`config.mk`:
```
export PLATFORM = sky130hd
export DESIGN_NAME = cs_conv_seq
export DESIGN_NICKNAME = d
export VERILOG_FILES = /design/src/rtl/cs_pkg.sv /design/src/rtl/cs_conv_seq.sv /design/src/rtl/cs_prescale.sv /design/src/rtl/cs_trig_edge.sv
export SDC_FILE = /design/constraint.sdc
export NUM_CORES = 1
export LEC_CHECK = 0
export BUFFER_PORTS_ARGS = -buffer_cell sky130_fd_sc_hd__buf_2
export CAP_MARGIN = 25
export CELL_PAD_IN_SITES_DETAIL_PLACEMENT = 0
export CELL_PAD_IN_SITES_GLOBAL_PLACEMENT = 1
export CORE_UTILIZATION = 30
export DETAILED_ROUTE_END_ITERATION = 10
export GPL_ROUTABILITY_DRIVEN = 0
export PLACE_DENSITY = 0.66
export SLEW_MARGIN = 40
export SYNTH_ARGS = -nofsm -noshare
export SYNTH_HDL_FRONTEND = slang
export SYNTH_SLANG_ARGS = --single-unit
export TNS_END_PERCENT = 30
```
`constraint.sdc`:
```
create_clock -name clk_i -period 8.33 [get_ports clk_i]
set_input_delay 1.666 -clock clk_i [delete_from_list [all_inputs] [get_ports clk_i]]
set_output_delay 1.666 -clock clk_i [all_outputs]
set_load 0.05 [all_outputs]
```
`src/rtl/cs_pkg.sv`:
```
// shared constants and types for the conversion sequencer and its registers
package cs_pkg;

	// register bus geometry: byte address is four times the register index
	localparam int CS_ADDR_W = 10;
	localparam int CS_DATA_W = 32;
	localparam int CS_RES_W = 10;

	// register indices
	localparam logic [7:0] CS_IDX_RES_LOW = 8'h78;
	localparam logic [7:0] CS_IDX_RES_HIGH = 8'h79;
	localparam logic [7:0] CS_IDX_CTRL_A = 8'h7a;
	localparam logic [7:0] CS_IDX_CTRL_B = 8'h7b;
	localparam logic [7:0] CS_IDX_MUX = 8'h7c;
	localparam logic [7:0] CS_IDX_PIN_DIS = 8'h7e;

	// reset values
	localparam logic [7:0] CS_RST_BYTE = 8'h00;
	localparam logic [9:0] CS_RST_RESULT = 10'h000;

	// conversion lengths in converter clock cycles
	localparam logic [4:0] CS_INIT_CYCLES = 5'h19;
	localparam logic [4:0] CS_NORM_CYCLES = 5'h0d;

	// trigger source code that means free running
	localparam logic [2:0] CS_TRIG_FREE = 3'h0;

	// prescaler: code 0 divides like code 1
	localparam logic [7:0] CS_DIV_CODE0 = 8'h02;

	// sequencer states
	typedef enum logic [1:0] {
		CS_IDLE = 2'b01,
		CS_BUSY = 2'b10
	} cs_state_t;

	// control and status register a, msb first
	typedef struct packed {
		logic enable;
		logic start;
		logic auto_trig;
		logic done_flag;
		logic irq_en;
		logic [2:0] prescale;
	} cs_ctrl_a_t;

	// channel, reference and presentation register
	typedef struct packed {
		logic [1:0] reference;
		logic left_adjust;
		logic [4:0] channel;
	} cs_mux_t;

	// commands to the analog conversion core
	typedef struct packed {
		logic start;
		logic init;
		logic [1:0] reference;
		logic [4:0] channel;
	} cs_core_ctrl_t;

endpackage

```
`src/rtl/cs_conv_seq.sv`:
```
// conversion sequencer with Avalon-MM register file for a 10-bit converter
// Summary of operation
// writing one to start begins a conversion; free running needs only first.
// first conversion after enabling lasts 25 converter clocks, others 13.
// start reads one while converting, clears at completion; zero writes ignored.
// with auto trigger on, selected source rising edge starts a conversion.
// done flag sets when conversion finishes and result is updated.
// done flag clears on interrupt acknowledge or by writing one.
// interrupt request is flag and irq enable and global enable.
// software avoids read-modify-write on control a; flag would be cleared.
// prescale code 0..7 divides by 2,2,4,8,16,32,64,128.
// right adjusted: result 9:8 in high bits 1:0, 7:0 in low.
// left adjusted: result 9:2 in high, 1:0 in low bits 7:6.
// after a low byte read, result holds until high byte is read.
// software reads low byte before high, or high only when left adjusted.
// software writes zero to reserved bit 7 of control b.
// trigger source select has no effect while auto trigger is off.
// trigger codes: free run, comparator, ext irq0, timers and capture.
// rising edge of selected flag triggers; switching to a set source counts.
// selecting free running never creates a trigger event.
// pin disable bits mask the port input reading to zero.
// clearing enable turns converter off and aborts a running conversion.
// reference and channel changes apply only after the current conversion.
// left adjust changes result presentation immediately.
// free running with auto trigger restarts at each completion.
module cs_conv_seq
	import cs_pkg::*;
#(
	parameter int N_PINS = 8
)
(
	// clock and reset
	input wire logic clk_i,
	input wire logic nrst_i,
	// avalon-mm slave
	input wire logic [CS_ADDR_W-1:0] avs_address_i,
	input wire logic avs_read_i,
	input wire logic avs_write_i,
	input wire logic [CS_DATA_W-1:0] avs_writedata_i,
	input wire logic [3:0] avs_byteenable_i,
	output logic [CS_DATA_W-1:0] avs_readdata_o,
	output logic avs_waitrequest_o,
	// interrupt system
	input wire logic global_irq_enable_i,
	input wire logic irq_ack_i,
	output logic irq_o,
	// analog conversion core
	output cs_core_ctrl_t core_ctrl_o,
	output logic conv_clk_o,
	input wire logic [CS_RES_W-1:0] core_result_i,
	// trigger flags of other peripherals, bit 0 unused
	input wire logic [7:0] trig_flags_i,
	// analog pins used as digital inputs
	input wire logic [N_PINS-1:0] port_pins_i,
	output logic [N_PINS-1:0] port_pins_o,
	output logic [N_PINS-1:0] pin_input_disable_o
);

	// elaboration check
	if (N_PINS < 1 || N_PINS > 8) begin : g_bad_pins
		$error("N_PINS must be 1 to 8");
	end

	// bus handshake
	logic ack;
	logic req;
	logic wr_en;
	logic rd_en;
	logic [7:0] idx;
	logic [7:0] wd;
	logic wr_a;
	// registers
	logic enable;
	logic auto_trig;
	logic irq_en;
	logic [2:0] prescale;
	logic done_flag;
	logic [2:0] trig_sel;
	cs_mux_t mux_reg;
	cs_mux_t active_mux;
	logic [N_PINS-1:0] pin_dis;
	logic [CS_RES_W-1:0] result;
	logic locked;
	logic first_pending;
	// sequencer
	cs_state_t state;
	logic [4:0] tick_cnt;
	logic [4:0] conv_len;
	logic tick;
	logic trig_edge;
	logic next_enable;
	logic sw_start;
	logic trig_start;
	logic start_now;
	logic done_evt;
	logic free_again;
	logic rd_low;
	logic rd_high;
	logic [7:0] res_low_view;
	logic [7:0] res_high_view;
	logic [7:0] rd_byte;
	logic [N_PINS-1:0] masked_pins;
	// one wait state for every access
	assign req = avs_read_i || avs_write_i;
	assign avs_waitrequest_o = req && !ack;
	assign wr_en = avs_write_i && ack && avs_byteenable_i[0];
	assign rd_en = avs_read_i && ack;
	assign idx = avs_address_i[CS_ADDR_W-1:2];
	assign wd = avs_writedata_i[7:0];
	assign wr_a = wr_en && (idx == CS_IDX_CTRL_A);
	assign rd_low = rd_en && (idx == CS_IDX_RES_LOW);
	assign rd_high = rd_en && (idx == CS_IDX_RES_HIGH);

	// acknowledge flop
	always_ff @(posedge clk_i or negedge nrst_i) begin
		if (!nrst_i) begin
			ack <= 1'b0;
		end else begin
			ack <= req && !ack;
		end
	end

	// result presentation follows left adjust at once
	always_comb begin
		if (mux_reg.left_adjust) begin
			res_high_view = result[9:2];
			res_low_view = {result[1:0], 6'h00};
		end else begin
			res_high_view = {6'h00, result[9:8]};
			res_low_view = result[7:0];
		end
	end

	// read multiplexer, unmapped indices read zero
	always_comb begin
		case (idx)
			CS_IDX_RES_LOW: rd_byte = res_low_view;
			CS_IDX_RES_HIGH: rd_byte = res_high_view;
			CS_IDX_CTRL_A: rd_byte = {enable, state == CS_BUSY, auto_trig,
				done_flag, irq_en, prescale};
			CS_IDX_CTRL_B: rd_byte = {5'h00, trig_sel};
			CS_IDX_MUX: rd_byte = mux_reg;
			CS_IDX_PIN_DIS: rd_byte = 8'(pin_dis);
			default: rd_byte = CS_RST_BYTE;
		endcase
	end

	// read data captured in the wait cycle, valid at the acknowledge edge
	always_ff @(posedge clk_i or negedge nrst_i) begin
		if (!nrst_i) begin
			avs_readdata_o <= '0;
		end else if (avs_read_i && !ack) begin
			avs_readdata_o <= {24'h000000, rd_byte};
		end
	end

	// software configuration registers
	always_ff @(posedge clk_i or negedge nrst_i) begin
		if (!nrst_i) begin
			enable <= 1'b0;
			auto_trig <= 1'b0;
			irq_en <= 1'b0;
			prescale <= 3'h0;
			trig_sel <= 3'h0;
			mux_reg <= CS_RST_BYTE;
			pin_dis <= '0;
		end else if (wr_en) begin
			case (idx)
				CS_IDX_CTRL_A: begin
					enable <= wd[7];
					auto_trig <= wd[5];
					irq_en <= wd[3];
					prescale <= wd[2:0];
				end
				CS_IDX_CTRL_B: trig_sel <= wd[2:0];
				CS_IDX_MUX: mux_reg <= wd;
				CS_IDX_PIN_DIS: pin_dis <= wd[N_PINS-1:0];
				default: ;
			endcase
		end
	end
	assign next_enable = wr_a ? wd[7] : enable;
	// converter clock
	cs_prescale u_prescale (
		.clk_i(clk_i),
		.nrst_i(nrst_i),
		.run_i(enable),
		.sel_i(prescale),
		.tick_o(tick),
		.conv_clk_o(conv_clk_o)
	);

	// trigger source edge
	cs_trig_edge u_trig (
		.clk_i(clk_i),
		.nrst_i(nrst_i),
		.flags_i(trig_flags_i),
		.sel_i(trig_sel),
		.edge_o(trig_edge)
	);

	// start causes; a zero write to start does nothing
	assign sw_start = wr_a && wd[6] && wd[7];
	assign trig_start = next_enable && auto_trig && trig_edge;
	assign start_now = (state == CS_IDLE) && (sw_start || trig_start);
	assign done_evt = (state == CS_BUSY) && tick
		&& (tick_cnt == conv_len - 5'h01);
	assign free_again = auto_trig && (trig_sel == CS_TRIG_FREE);

	// sequencer state; disabling aborts at once
	always_ff @(posedge clk_i or negedge nrst_i) begin
		if (!nrst_i) begin
			state <= CS_IDLE;
		end else if (!next_enable) begin
			state <= CS_IDLE;
		end else begin
			case (state)
				CS_IDLE: if (start_now) begin
					state <= CS_BUSY;
				end
				CS_BUSY: if (done_evt && !free_again) begin
					state <= CS_IDLE;
				end
				default: state <= CS_IDLE;
			endcase
		end
	end

	// converter clock count and length of the running conversion
	always_ff @(posedge clk_i or negedge nrst_i) begin
		if (!nrst_i) begin
			tick_cnt <= 5'h00;
			conv_len <= CS_NORM_CYCLES;
		end else if (start_now) begin
			tick_cnt <= 5'h00;
			conv_len <= (first_pending || (wr_a && !enable))
				? CS_INIT_CYCLES : CS_NORM_CYCLES;
		end else if (done_evt) begin
			tick_cnt <= 5'h00;
			conv_len <= CS_NORM_CYCLES;
		end else if (state == CS_BUSY && tick) begin
			tick_cnt <= tick_cnt + 5'h01;
		end
	end

	// first conversion after enabling is the long one
	always_ff @(posedge clk_i or negedge nrst_i) begin
		if (!nrst_i) begin
			first_pending <= 1'b0;
		end else if (!next_enable || start_now) begin
			first_pending <= 1'b0;
		end else if (wr_a && !enable) begin
			first_pending <= 1'b1;
		end
	end

	// reference and channel follow the register only between conversions
	always_ff @(posedge clk_i or negedge nrst_i) begin
		if (!nrst_i) begin
			active_mux <= CS_RST_BYTE;
		end else if (state != CS_BUSY || done_evt) begin
			active_mux <= mux_reg;
		end
	end

	// commands to the analog core
	always_ff @(posedge clk_i or negedge nrst_i) begin
		if (!nrst_i) begin
			core_ctrl_o <= '0;
		end else begin
			core_ctrl_o.start <= start_now || (done_evt && free_again);
			core_ctrl_o.init <= start_now && (first_pending
				|| (wr_a && !enable));
			core_ctrl_o.reference <= active_mux.reference;
			core_ctrl_o.channel <= active_mux.channel;
		end
	end

	// low byte read locks the result until the high byte is read
	always_ff @(posedge clk_i or negedge nrst_i) begin
		if (!nrst_i) begin
			locked <= 1'b0;
		end else if (rd_high) begin
			locked <= 1'b0;
		end else if (rd_low) begin
			locked <= 1'b1;
		end
	end

	// result store
	always_ff @(posedge clk_i or negedge nrst_i) begin
		if (!nrst_i) begin
			result <= CS_RST_RESULT;
		end else if (done_evt && (!locked || rd_high)) begin
			result <= core_result_i;
		end
	end

	// done flag: completion wins over any clear in the same cycle
	always_ff @(posedge clk_i or negedge nrst_i) begin
		if (!nrst_i) begin
			done_flag <= 1'b0;
		end else if (done_evt) begin
			done_flag <= 1'b1;
		end else if (irq_ack_i || (wr_a && wd[4])) begin
			done_flag <= 1'b0;
		end
	end
	assign irq_o = done_flag && irq_en && global_irq_enable_i;
	// digital input masking per pin
	for (genvar g = 0; g < N_PINS; g++) begin : g_pin
		assign masked_pins[g] = pin_dis[g] ? 1'b0 : port_pins_i[g];
	end

	// registered pin readings and buffer disables
	always_ff @(posedge clk_i or negedge nrst_i) begin
		if (!nrst_i) begin
			port_pins_o <= '0;
		end else begin
			port_pins_o <= masked_pins;
		end
	end
	assign pin_input_disable_o = pin_dis;
	// checks
	busy_reads_a: assert property (@(posedge clk_i) disable iff (!nrst_i)
		state == CS_BUSY && idx == CS_IDX_CTRL_A |-> rd_byte[6])
		else $error("start bit not reading one during conversion");
	init_length_a: assert property (@(posedge clk_i) disable iff (!nrst_i)
		start_now && (first_pending || (wr_a && !enable)) |=>
		conv_len == CS_INIT_CYCLES)
		else $error("first conversion not 25 cycles");
	norm_length_a: assert property (@(posedge clk_i) disable iff (!nrst_i)
		start_now && !first_pending && !(wr_a && !enable) |=>
		conv_len == CS_NORM_CYCLES)
		else $error("normal conversion not 13 cycles");
	flag_sets_a: assert property (@(posedge clk_i) disable iff (!nrst_i)
		done_evt |=> done_flag)
		else $error("done flag not set at completion");
	flag_clears_a: assert property (@(posedge clk_i) disable iff (!nrst_i)
		irq_ack_i && !done_evt |=> !done_flag)
		else $error("acknowledge did not clear done flag");
	irq_gate_a: assert property (@(posedge clk_i) disable iff (!nrst_i)
		irq_o == (done_flag && irq_en && global_irq_enable_i))
		else $error("interrupt request mismatch");
	lock_hold_a: assert property (@(posedge clk_i) disable iff (!nrst_i)
		locked && !rd_high |=> $stable(result))
		else $error("locked result changed");
	abort_off_a: assert property (@(posedge clk_i) disable iff (!nrst_i)
		wr_a && !wd[7] |=> state == CS_IDLE ##1 state == CS_IDLE)
		else $error("disable did not abort conversion");
	trig_starts_a: assert property (@(posedge clk_i) disable iff (!nrst_i)
		state == CS_IDLE && enable && !wr_a && auto_trig && trig_edge
		|=> state == CS_BUSY ##1 core_ctrl_o.start == 1'b0)
		else $error("trigger edge did not start conversion");
	mux_frozen_a: assert property (@(posedge clk_i) disable iff (!nrst_i)
		state == CS_BUSY && !done_evt |=> $stable(active_mux))
		else $error("channel changed during conversion");
	free_run_a: assert property (@(posedge clk_i) disable iff (!nrst_i)
		done_evt && free_again && enable && !wr_a |=> state == CS_BUSY)
		else $error("free running did not restart");
	cov_sw_conv: cover property (@(posedge clk_i) disable iff (!nrst_i)
		sw_start ##[1:1000] done_evt);
	cov_trig_conv: cover property (@(posedge clk_i) disable iff (!nrst_i)
		trig_start && state == CS_IDLE);
	cov_locked_done: cover property (@(posedge clk_i) disable iff (!nrst_i)
		done_evt && locked);
	cov_irq: cover property (@(posedge clk_i) disable iff (!nrst_i) irq_o);
endmodule

```
`src/rtl/cs_prescale.sv`:
```
// converter clock prescaler: divides the system clock by a selectable factor
module cs_prescale
	import cs_pkg::*;
(
	// clock and reset
	input wire logic clk_i,
	input wire logic nrst_i,
	// control
	input wire logic run_i,
	input wire logic [2:0] sel_i,
	// converter clock
	output logic tick_o,
	output logic conv_clk_o
);

	logic [7:0] div;
	logic [6:0] count;

	// division factor from the select code
	assign div = (sel_i == 3'h0) ? CS_DIV_CODE0 : (8'h01 << sel_i);

	// one tick per converter clock period; >= recovers after a smaller code
	assign tick_o = run_i && ({1'b0, count} >= (div - 8'h01));

	// period counter, held at zero while the converter is off
	always_ff @(posedge clk_i or negedge nrst_i) begin
		if (!nrst_i) begin
			count <= 7'h00;
		end else if (!run_i || tick_o) begin
			count <= 7'h00;
		end else begin
			count <= count + 7'h01;
		end
	end

	// divided clock seen by the analog core, high in the first half period
	always_ff @(posedge clk_i or negedge nrst_i) begin
		if (!nrst_i) begin
			conv_clk_o <= 1'b0;
		end else begin
			conv_clk_o <= run_i && ({1'b0, count} < (div >> 1));
		end
	end

	div_two_a: assert property (@(posedge clk_i) disable iff (!nrst_i)
		tick_o && run_i && sel_i == 3'h1 |=> !tick_o ##1
		(tick_o || !run_i || sel_i != 3'h1))
		else $error("prescaler code 1 does not divide by two");

endmodule

```
`src/rtl/cs_trig_edge.sv`:
```
// trigger source selection and rising edge detection
module cs_trig_edge
	import cs_pkg::*;
(
	// clock and reset
	input wire logic clk_i,
	input wire logic nrst_i,
	// sources and selection
	input wire logic [7:0] flags_i,
	input wire logic [2:0] sel_i,
	// trigger event
	output logic edge_o
);

	logic level;
	logic level_prev;

	// free running code selects a constant low level, so it never triggers
	assign level = (sel_i == CS_TRIG_FREE) ? 1'b0 : flags_i[sel_i];

	// previous selected level: a switch to a set source is an edge too
	always_ff @(posedge clk_i or negedge nrst_i) begin
		if (!nrst_i) begin
			level_prev <= 1'b0;
		end else begin
			level_prev <= level;
		end
	end

	assign edge_o = level && !level_prev;

	free_no_edge_a: assert property (@(posedge clk_i) disable iff (!nrst_i)
		sel_i == CS_TRIG_FREE |-> !edge_o)
		else $error("free running selection produced a trigger");

endmodule

```
==> results.py, run 1 <==
metrics = {
    "status": {
        "status": "finished, violations left",
        "violations": "design-rule violations",
    },
    "die": {
        "std_cell_rows": 44,
        "die_x_um": 124.9,
        "io_pins": 138,
        "die-area_sq_mm": 0.01561,
        "start_util": 0.3096,
        "die_h_um": 124.9,
        "core_sq_mm": 0.01464,
    },
    "worst_hold_path": {
        "hold_path_end": "core_ctrl_o[3]",
        "worstHoldPathType": "reg2reg",
        "whs_path_depth": 0,
        "hp-start": "active_mux[3]",
    },
    "timing": {
        "clock.fmax_mhz": 258.4,
        "rsz0062_at_grt": "false",
        "finalCritPeriodShare": 0.4646,
        "finalClockSkew_ns": 0.009374,
        "drv_slew": 0,
        "setup_viol": 0,
        "hold_violations": 0,
        "relSlewSlack": 0.5331,
        "period_needed_ns": 3.870,
        "setup_tns_ns": 0,
        "worst_pin_slew_ns": 0.7003,
    },
    "routing": {
        "drtAntennaViolNets": 0,
        "viasPerCell": 4.872,
        "totalWireLength_um": 10630,
        "vias": 3240,
        "drt_iter0_drc": 135,
        "avgRoutedWirePerCell_um": 15.99,
        "drcViolationCount": 10,
        "first_pass_iters": 9,
    },
    "logic_synthesis": {
        "avgSynthCellArea_sq_um": 11.51,
        "synthSimpleGateAreaFrac": 0.1407,
        "synth-seq-cells": 89,
        "synth_compound_area_frac": 0.09713,
        "synth_seq_area_share": 0.4917,
        "synth_cell_type_count": 64,
        "synth_area_sq_mm": 0.004534,
        "syn_inst": 394,
        "synth_ff_type": "dfrtp_1",
        "synth_xor_area_frac": 0.01738,
        "synth_edf_count": 0,
        "async_flop_share": 1.000,
        "ys_warn_count": 0,
        "synth_mux_area_frac": 0.1465,
        "synth-adder-area-share": 0.04415,
        "synth_top_family_by_area": "multiplexers",
    },
    "finish": {
        "syn_to_final_growth_pct": 17.83,
        "fin_area_sq_mm": 0.005343,
        "layout.nets": 570,
        "top_regs": "result: 10 flops, core_ctrl_o: 9 flops",
        "final_util": 0.3648,
        "diodes": 0,
        "layoutNonFillerInstCount": 665,
        "nFillCells": 1502,
        "final_common_cell": "dfrtp_1",
        "top_register": "result",
        "final_cell_mix": "dfrtp_1 (87), buf_2 (82), mux2_2 (47)",
        "drive_above_1_share": 0.3368,
        "largest_reg_flops": 10,
    },
    "worst_setup_path": {
        "endpoint_kind": "output pin",
        "crit_fanout": 4,
        "r2r_start": "prescale[1]",
        "cp-start-kind": "primary input",
        "ff2ff_path_depth": 11,
        "arrival_ns": 2.20,
        "r2r_setup_slack_ns": 4.49,
        "required_ns": 6.66,
        "r2r-end": "result[2]",
        "worstSetupPathType": "in2out",
    },
    "clock_network": {
        "htree_levels": 3,
        "holdBufCountCts": 0,
        "cts-buffers-inserted": 9,
        "post_cts_buffers": 0,
        "postCtsResizedCells": 0,
        "cts_tree": "built",
        "cts_buffer_depth": 2,
        "cts_sinks": 89,
        "root_buffer": "clkbuf_16",
        "clk_latency_ns": 0.34,
        "clkTransAtPathRegs_ns": 0.07,
    },
    "power": {
        "power.switching_w": 0.0002706,
        "clkPwrFrac": 0.426,
        "p_per_area_mw_per_mm2": 183.3,
        "p_comb_frac": 0.112,
        "leakagePower_nw": 2.556,
        "power_w": 0.0009795,
        "sw_frac_of_total": 0.2763,
        "p_int_w": 0.0007089,
        "p_seq_frac": 0.463,
        "vdd_drop_max_mv": 0.08762,
    },
    "global_route": {
        "grt_antenna_before_repair": 0,
        "grt_pass1_wl_um": 17110,
        "grt_pass1_vias": 3258,
        "grt_overflow_total": 0,
        "grt_max_degree": 55,
        "grt_use_total": 0.1423,
    },
    "placement": {
        "port_buffers": 83,
        "dpl.hpwl_um": 8097,
        "place_area_sq_mm": 0.005035,
        "dp_cells": 649,
    },
    "run": {
        "cap_violations": 0,
    },
}
## worst max-delay path by stage
| stage | startpoint | slack [ns] | endpoint | cells after the start |
|---|---|---|---|---|
| 2_1_floorplan | avs_write_i | 4.30 | avs_waitrequest_o | 2 |
| 3_3_place_gp | avs_read_i | 4.46 | avs_waitrequest_o | 4 |
| 3_5_place_dp | prescale[1] | 4.41 | result[2] | 11 |
| 4_1_cts | prescale[1] | 4.41 | result[2] | 11 |
| 5_1_grt | prescale[1] | 4.19 | result[9] | 11 |
| 6_report | avs_read_i | 4.46 | avs_waitrequest_o | 4 |
## power by group through the flow
stage	Clock, W	Combinational [W]	Sequential (W)
final	0.000417	0.000109	0.000453
after global routing	0.000450	0.000117	0.000454
after CTS	0.000430	0.000110	0.000453
after detailed placement	0	0.000110	0.000461
after global placement	0	0.000109	0.000461
after floorplan	0	0.0000601	0.000482
## metrics by stage
stage | hold slack (ns) | setup slack, ns
floorplan | 0.3501 | 4.301
global placement | 0.3631 | 4.456
detailed placement | 0.3582 | 4.414
CTS | 0.3812 | 4.410
global route | 0.3883 | 4.185
finish | 0.3752 | 4.460
## worst max-delay path, cell delays in order
cell	delay, ns
buf_2	0.11
nor2_1	0.04
nor2_1	0.11
buf_2	0.28
## final cells by class
cell class              instances  area (sq um)  area share
clock buffers                   9         225.2     0.04215
clock inverters                 7         82.58     0.01546
inverters                      10         37.54    0.007026
multi-input cells             282          2112      0.3953
flip-flops and latches         89          2230      0.4173
well taps                     184         230.2     0.04309
repair buffers                 84         425.4     0.07963
## cell usage after synthesis (3+ instances only)
library cell	instances	area, sq um
and2_1	3	18.77
nor3_1	3	15.01
mux2i_1	9	90.09
nand2_1	19	71.32
o21ai_0	16	80.08
a21oi_1	14	70.07
nand3_1	15	75.07
nand4_1	3	18.77
dfrtp_1	87	2177
clkbuf_1	6	22.52
nor2_1	19	71.32
ha_1	16	200.2
nand3b_1	4	30.03
or3_1	4	25.02
a211oi_1	3	22.52
mux2_2	47	529.3
a221oi_1	5	43.79
xnor2_1	4	35.03
nor2b_1	13	81.33
nand2b_1	4	25.02
xor2_1	5	43.79
buf_4	26	195.2
inv_1	10	37.54
and3_1	4	25.02
a22oi_1	3	22.52
## per-layer routing
| layer | GRT usage | share of wire | vias to the layer above |
|---|---|---|---|
| met5 | 0 | 0 | - |
| met4 | 0.07389 | 0.034 | 0 |
| met3 | 0.03081 | 0.036 | 25 |
| met2 | 0.2353 | 0.49 | 84 |
| met1 | 0.1752 | 0.44 | 1589 |
| li1 | - | - | 1542 |
## cell families (layout without fill, tap and decap cells)
| group | after synthesis | in the layout |
|---|---|---|
| simple gates | 111 | 111 |
| flops | 89 | 89 |
| compound gates | 64 | 64 |
| mux | 58 | 58 |
| buf+inv | 46 | 110 |
| fa+ha+maj | 16 | 16 |
| xor+xnor | 9 | 9 |
| other cells | 1 | 24 |
No activity file was read; power rests on OpenSTA's default activity.
==> run 2: changes to the inputs <==
Settings changed: ABC_AREA set to 1, PLACE_DENSITY 0.66 to 0.69.
Clock period 8.33 ns to 3.86 ns, I/O delays scaled along.
==> run 2 against run 1 <==
  * The flow now finishes without violations
  * Sequential cell count stayed put
  * Hold slack worse by 0.074 ns
  * Final cell count grew 31%
  * Global-route usage up 1.0 points
  * Largest power group unchanged
  * Register-to-register slack got worse by 3.8 ns
  * Clock skew shrank 0.00094 ns
  * Routed wire length grew 9.5%
  * Largest cell class unchanged
  * Clock power up 110%
  * Total power up 130%
==> results.py, run 2 <==
metrics = {
    "worst_setup_path": {
        "r2r_start": "prescale[1]",
        "cp_common_cell": "nand2_1",
        "required_ns": 4.14,
        "crit_fanout": 20,
        "worstSetupPathType": "reg2reg",
        "slowest_stage": "dfrtp_1",
        "cp-start-kind": "flop",
        "r2r_setup_slack_ns": 0.74,
        "crit_path_max_incr_delay_ns": 0.56,
        "r2r-end": "result[2]",
        "cp_cell_sequence": "inv_1 > nand2_1 > ha_1 > inv_1 > a31oi_1 > o32ai_1 > ha_1 > and3_1 > nand2_1 > nand2_1 > nand4_4 > a21oi_2 > buf_4 > nand2_1 > o21ai_2",
        "ff2ff_path_depth": 15,
        "crit_path_start": "prescale[1]",
        "endpoint_kind": "flop",
        "arrival_ns": 3.40,
    },
    "power": {
        "power.switching_w": 0.0006487,
        "sw_frac_of_total": 0.2914,
        "p_int_w": 0.001578,
        "clkPwrFrac": 0.398,
        "p_seq_frac": 0.449,
        "p_per_area_mw_per_mm2": 398.9,
        "vdd_drop_max_mv": 0.1956,
        "p_comb_frac": 0.153,
        "leakagePower_nw": 2.992,
    },
    "finish": {
        "final_util": 0.3645,
        "final_common_cell": "nand2_1",
        "seqCellArea_sq_mm": 0.002230,
        "layout.nets": 749,
        "final_cell_mix": "nand2_1 (120), inv_1 (89), dfrtp_1 (87)",
        "multiInputGateArea_sq_mm": 0.001983,
        "largest_reg_flops": 10,
        "fin_area_sq_mm": 0.005582,
        "nFillCells": 1623,
        "diodes": 0,
        "top_register": "result",
        "drive_above_1_share": 0.2079,
        "syn_to_final_growth_pct": 17.39,
        "layoutNonFillerInstCount": 870,
        "top_regs": "result: 10 flops, core_ctrl_o: 9 flops",
    },
    "logic_synthesis": {
        "synth.most_common_cell": "nand2_1",
        "async_flop_share": 1.000,
        "synth_ff_type": "dfrtp_1",
        "synth_area_sq_mm": 0.004755,
        "synth_area_leader_cell": "dfrtp_1",
        "synth_common_cells": "nand2_1 (120), inv_1 (89), dfrtp_1 (87)",
        "synth_seq_area_share": 0.4689,
        "synth-seq-cells": 89,
        "synth_edf_count": 0,
        "syn_inst": 570,
        "avgSynthCellArea_sq_um": 8.341,
        "synth.area.top_cells": "dfrtp_1 (46%), nand2_1 (9.5%), inv_1 (7.0%)",
        "synth_top_area_frac": 0.4579,
        "ys_warn_count": 0,
        "synth_cell_type_count": 40,
    },
    "timing": {
        "drv_slew": 0,
        "clock.fmax_mhz": 320.0,
        "setup_tns_ns": 0,
        "finalClockSkew_ns": 0.008436,
        "worst_pin_slew_ns": 0.5785,
        "relSlewSlack": 0.6132,
        "hold_violations": 0,
        "finalCritPeriodShare": 0.8095,
        "setup_viol": 0,
        "rsz0062_at_grt": "false",
        "period_needed_ns": 3.125,
        "setup_ws_ns": 0.7354,
    },
    "die": {
        "die_h_um": 127.9,
        "die_x_um": 127.9,
        "core_sq_mm": 0.01531,
        "die-area_sq_mm": 0.01636,
        "std_cell_rows": 45,
        "start_util": 0.3105,
        "io_pins": 138,
    },
    "clock_network": {
        "clkTransAtPathRegs_ns": 0.06,
        "postCtsResizedCells": 0,
        "post_cts_buffers": 0,
        "holdBufCountCts": 0,
        "cts_buffer_depth": 2,
        "root_buffer": "clkbuf_16",
        "cts_sinks": 89,
        "cts-buffers-inserted": 9,
        "clk_latency_ns": 0.35,
        "htree_levels": 3,
        "cts_tree": "built",
    },
    "worst_hold_path": {
        "worstHoldPathType": "in2async",
    },
    "global_route": {
        "grt_overflow_total": 0,
        "grt_use_total": 0.1525,
        "grt_pass1_wl_um": 18930,
        "grt_pass1_vias": 3794,
        "grt_max_degree": 37,
        "grt_antenna_before_repair": 0,
    },
    "placement": {
        "port_buffers": 84,
        "dp_cells": 855,
        "place_area_sq_mm": 0.005285,
        "dpl.hpwl_um": 8945,
        "dp_slack_ns": 0.7922,
    },
    "routing": {
        "drcViolationCount": 0,
        "drt_iter0_drc": 243,
        "avgRoutedWirePerCell_um": 13.38,
        "totalWireLength_um": 11640,
        "drtAntennaViolNets": 0,
        "first_pass_iters": 6,
        "viasPerCell": 4.457,
        "vias": 3878,
    },
    "run": {
        "cap_violations": 0,
    },
    "status": {
        "status": "completed",
    },
}
run 2: cell types whose count changed after synthesis, sizes merged, moves of 13 or more:
cell   delta
nor2     +28
nor2b    -13
mux2     -47
nand3    +33
nand2   +104
o21ai    +31
inv      +86
run 2: power by group through the flow:
stage / combinational [W] / clock, W / sequential (W)
after floorplan: 0.000219 / 0 / 0.00105
after global placement: 0.000339 / 0 / 0.00102
final: 0.000341 / 0.000885 / 0.00100
after CTS: 0.000346 / 0.000917 / 0.00100
after global routing: 0.000383 / 0.000952 / 0.00100
after detailed placement: 0.000345 / 0 / 0.00102
run 2: logic make-up after synthesis:
family,synth area share
buffers and inverters,0.1321
AO/OA/AOI/OAI,0.1092
adder cells (fa/ha/maj),0.04210
AND/OR/NAND/NOR,0.2339
other,0.0007887
flip-flops,0.4689
XOR/XNOR,0.01289
run 2: how the worst max path moves through the flow:
stage | to | slack [ns] | cells past startpoint
2_1_floorplan | result[7] | 1.46 | 18
4_1_cts | result[2] | 0.78 | 15
3_3_place_gp | result[5] | 0.83 | 18
3_5_place_dp | result[2] | 0.79 | 15
6_report | result[2] | 0.74 | 15
5_1_grt | result[2] | 0.49 | 18
run 2: layout make-up:
class                           instances  area share
Sequential cell                        89      0.3995
Inverter                               96     0.06501
Multi-Input combinational cell        372      0.3553
Clock inverter                          4    0.009639
Timing Repair Buffer                   87     0.07980
Tap cell                              211     0.04730
Clock buffer                           11     0.04349
run 2: per-layer routing:
layer | up-vias | track usage | wire length (um)
met5 | - | 0 | 0
met4 | 0 | 0.04983 | 199
met3 | 14 | 0.04257 | 574
met2 | 95 | 0.2535 | 5646
met1 | 1809 | 0.1910 | 5224
li1 | 1960 | - | -
run 2: per-stage QoR:
| stage | total power, W | hold WS, ns |
|---|---|---|
| finish | 0.002227 | 0.3007 |
| CTS | 0.002263 | 0.2971 |
| global placement | 0.001355 | 0.3696 |
| detailed placement | 0.001362 | 0.3699 |
| floorplan | 0.001272 | 0.3543 |
| global route | 0.002339 | 0.3010 |
run 2: critical path, delay by kind of cell (launching register included):
family	cells	cell delay [ns]
adder cells (fa/ha/maj)	2	0.50
AND/OR/NAND/NOR	6	0.90
buffers and inverters	3	0.53
flip-flops	1	0.56
AO/OA/AOI/OAI	4	0.56
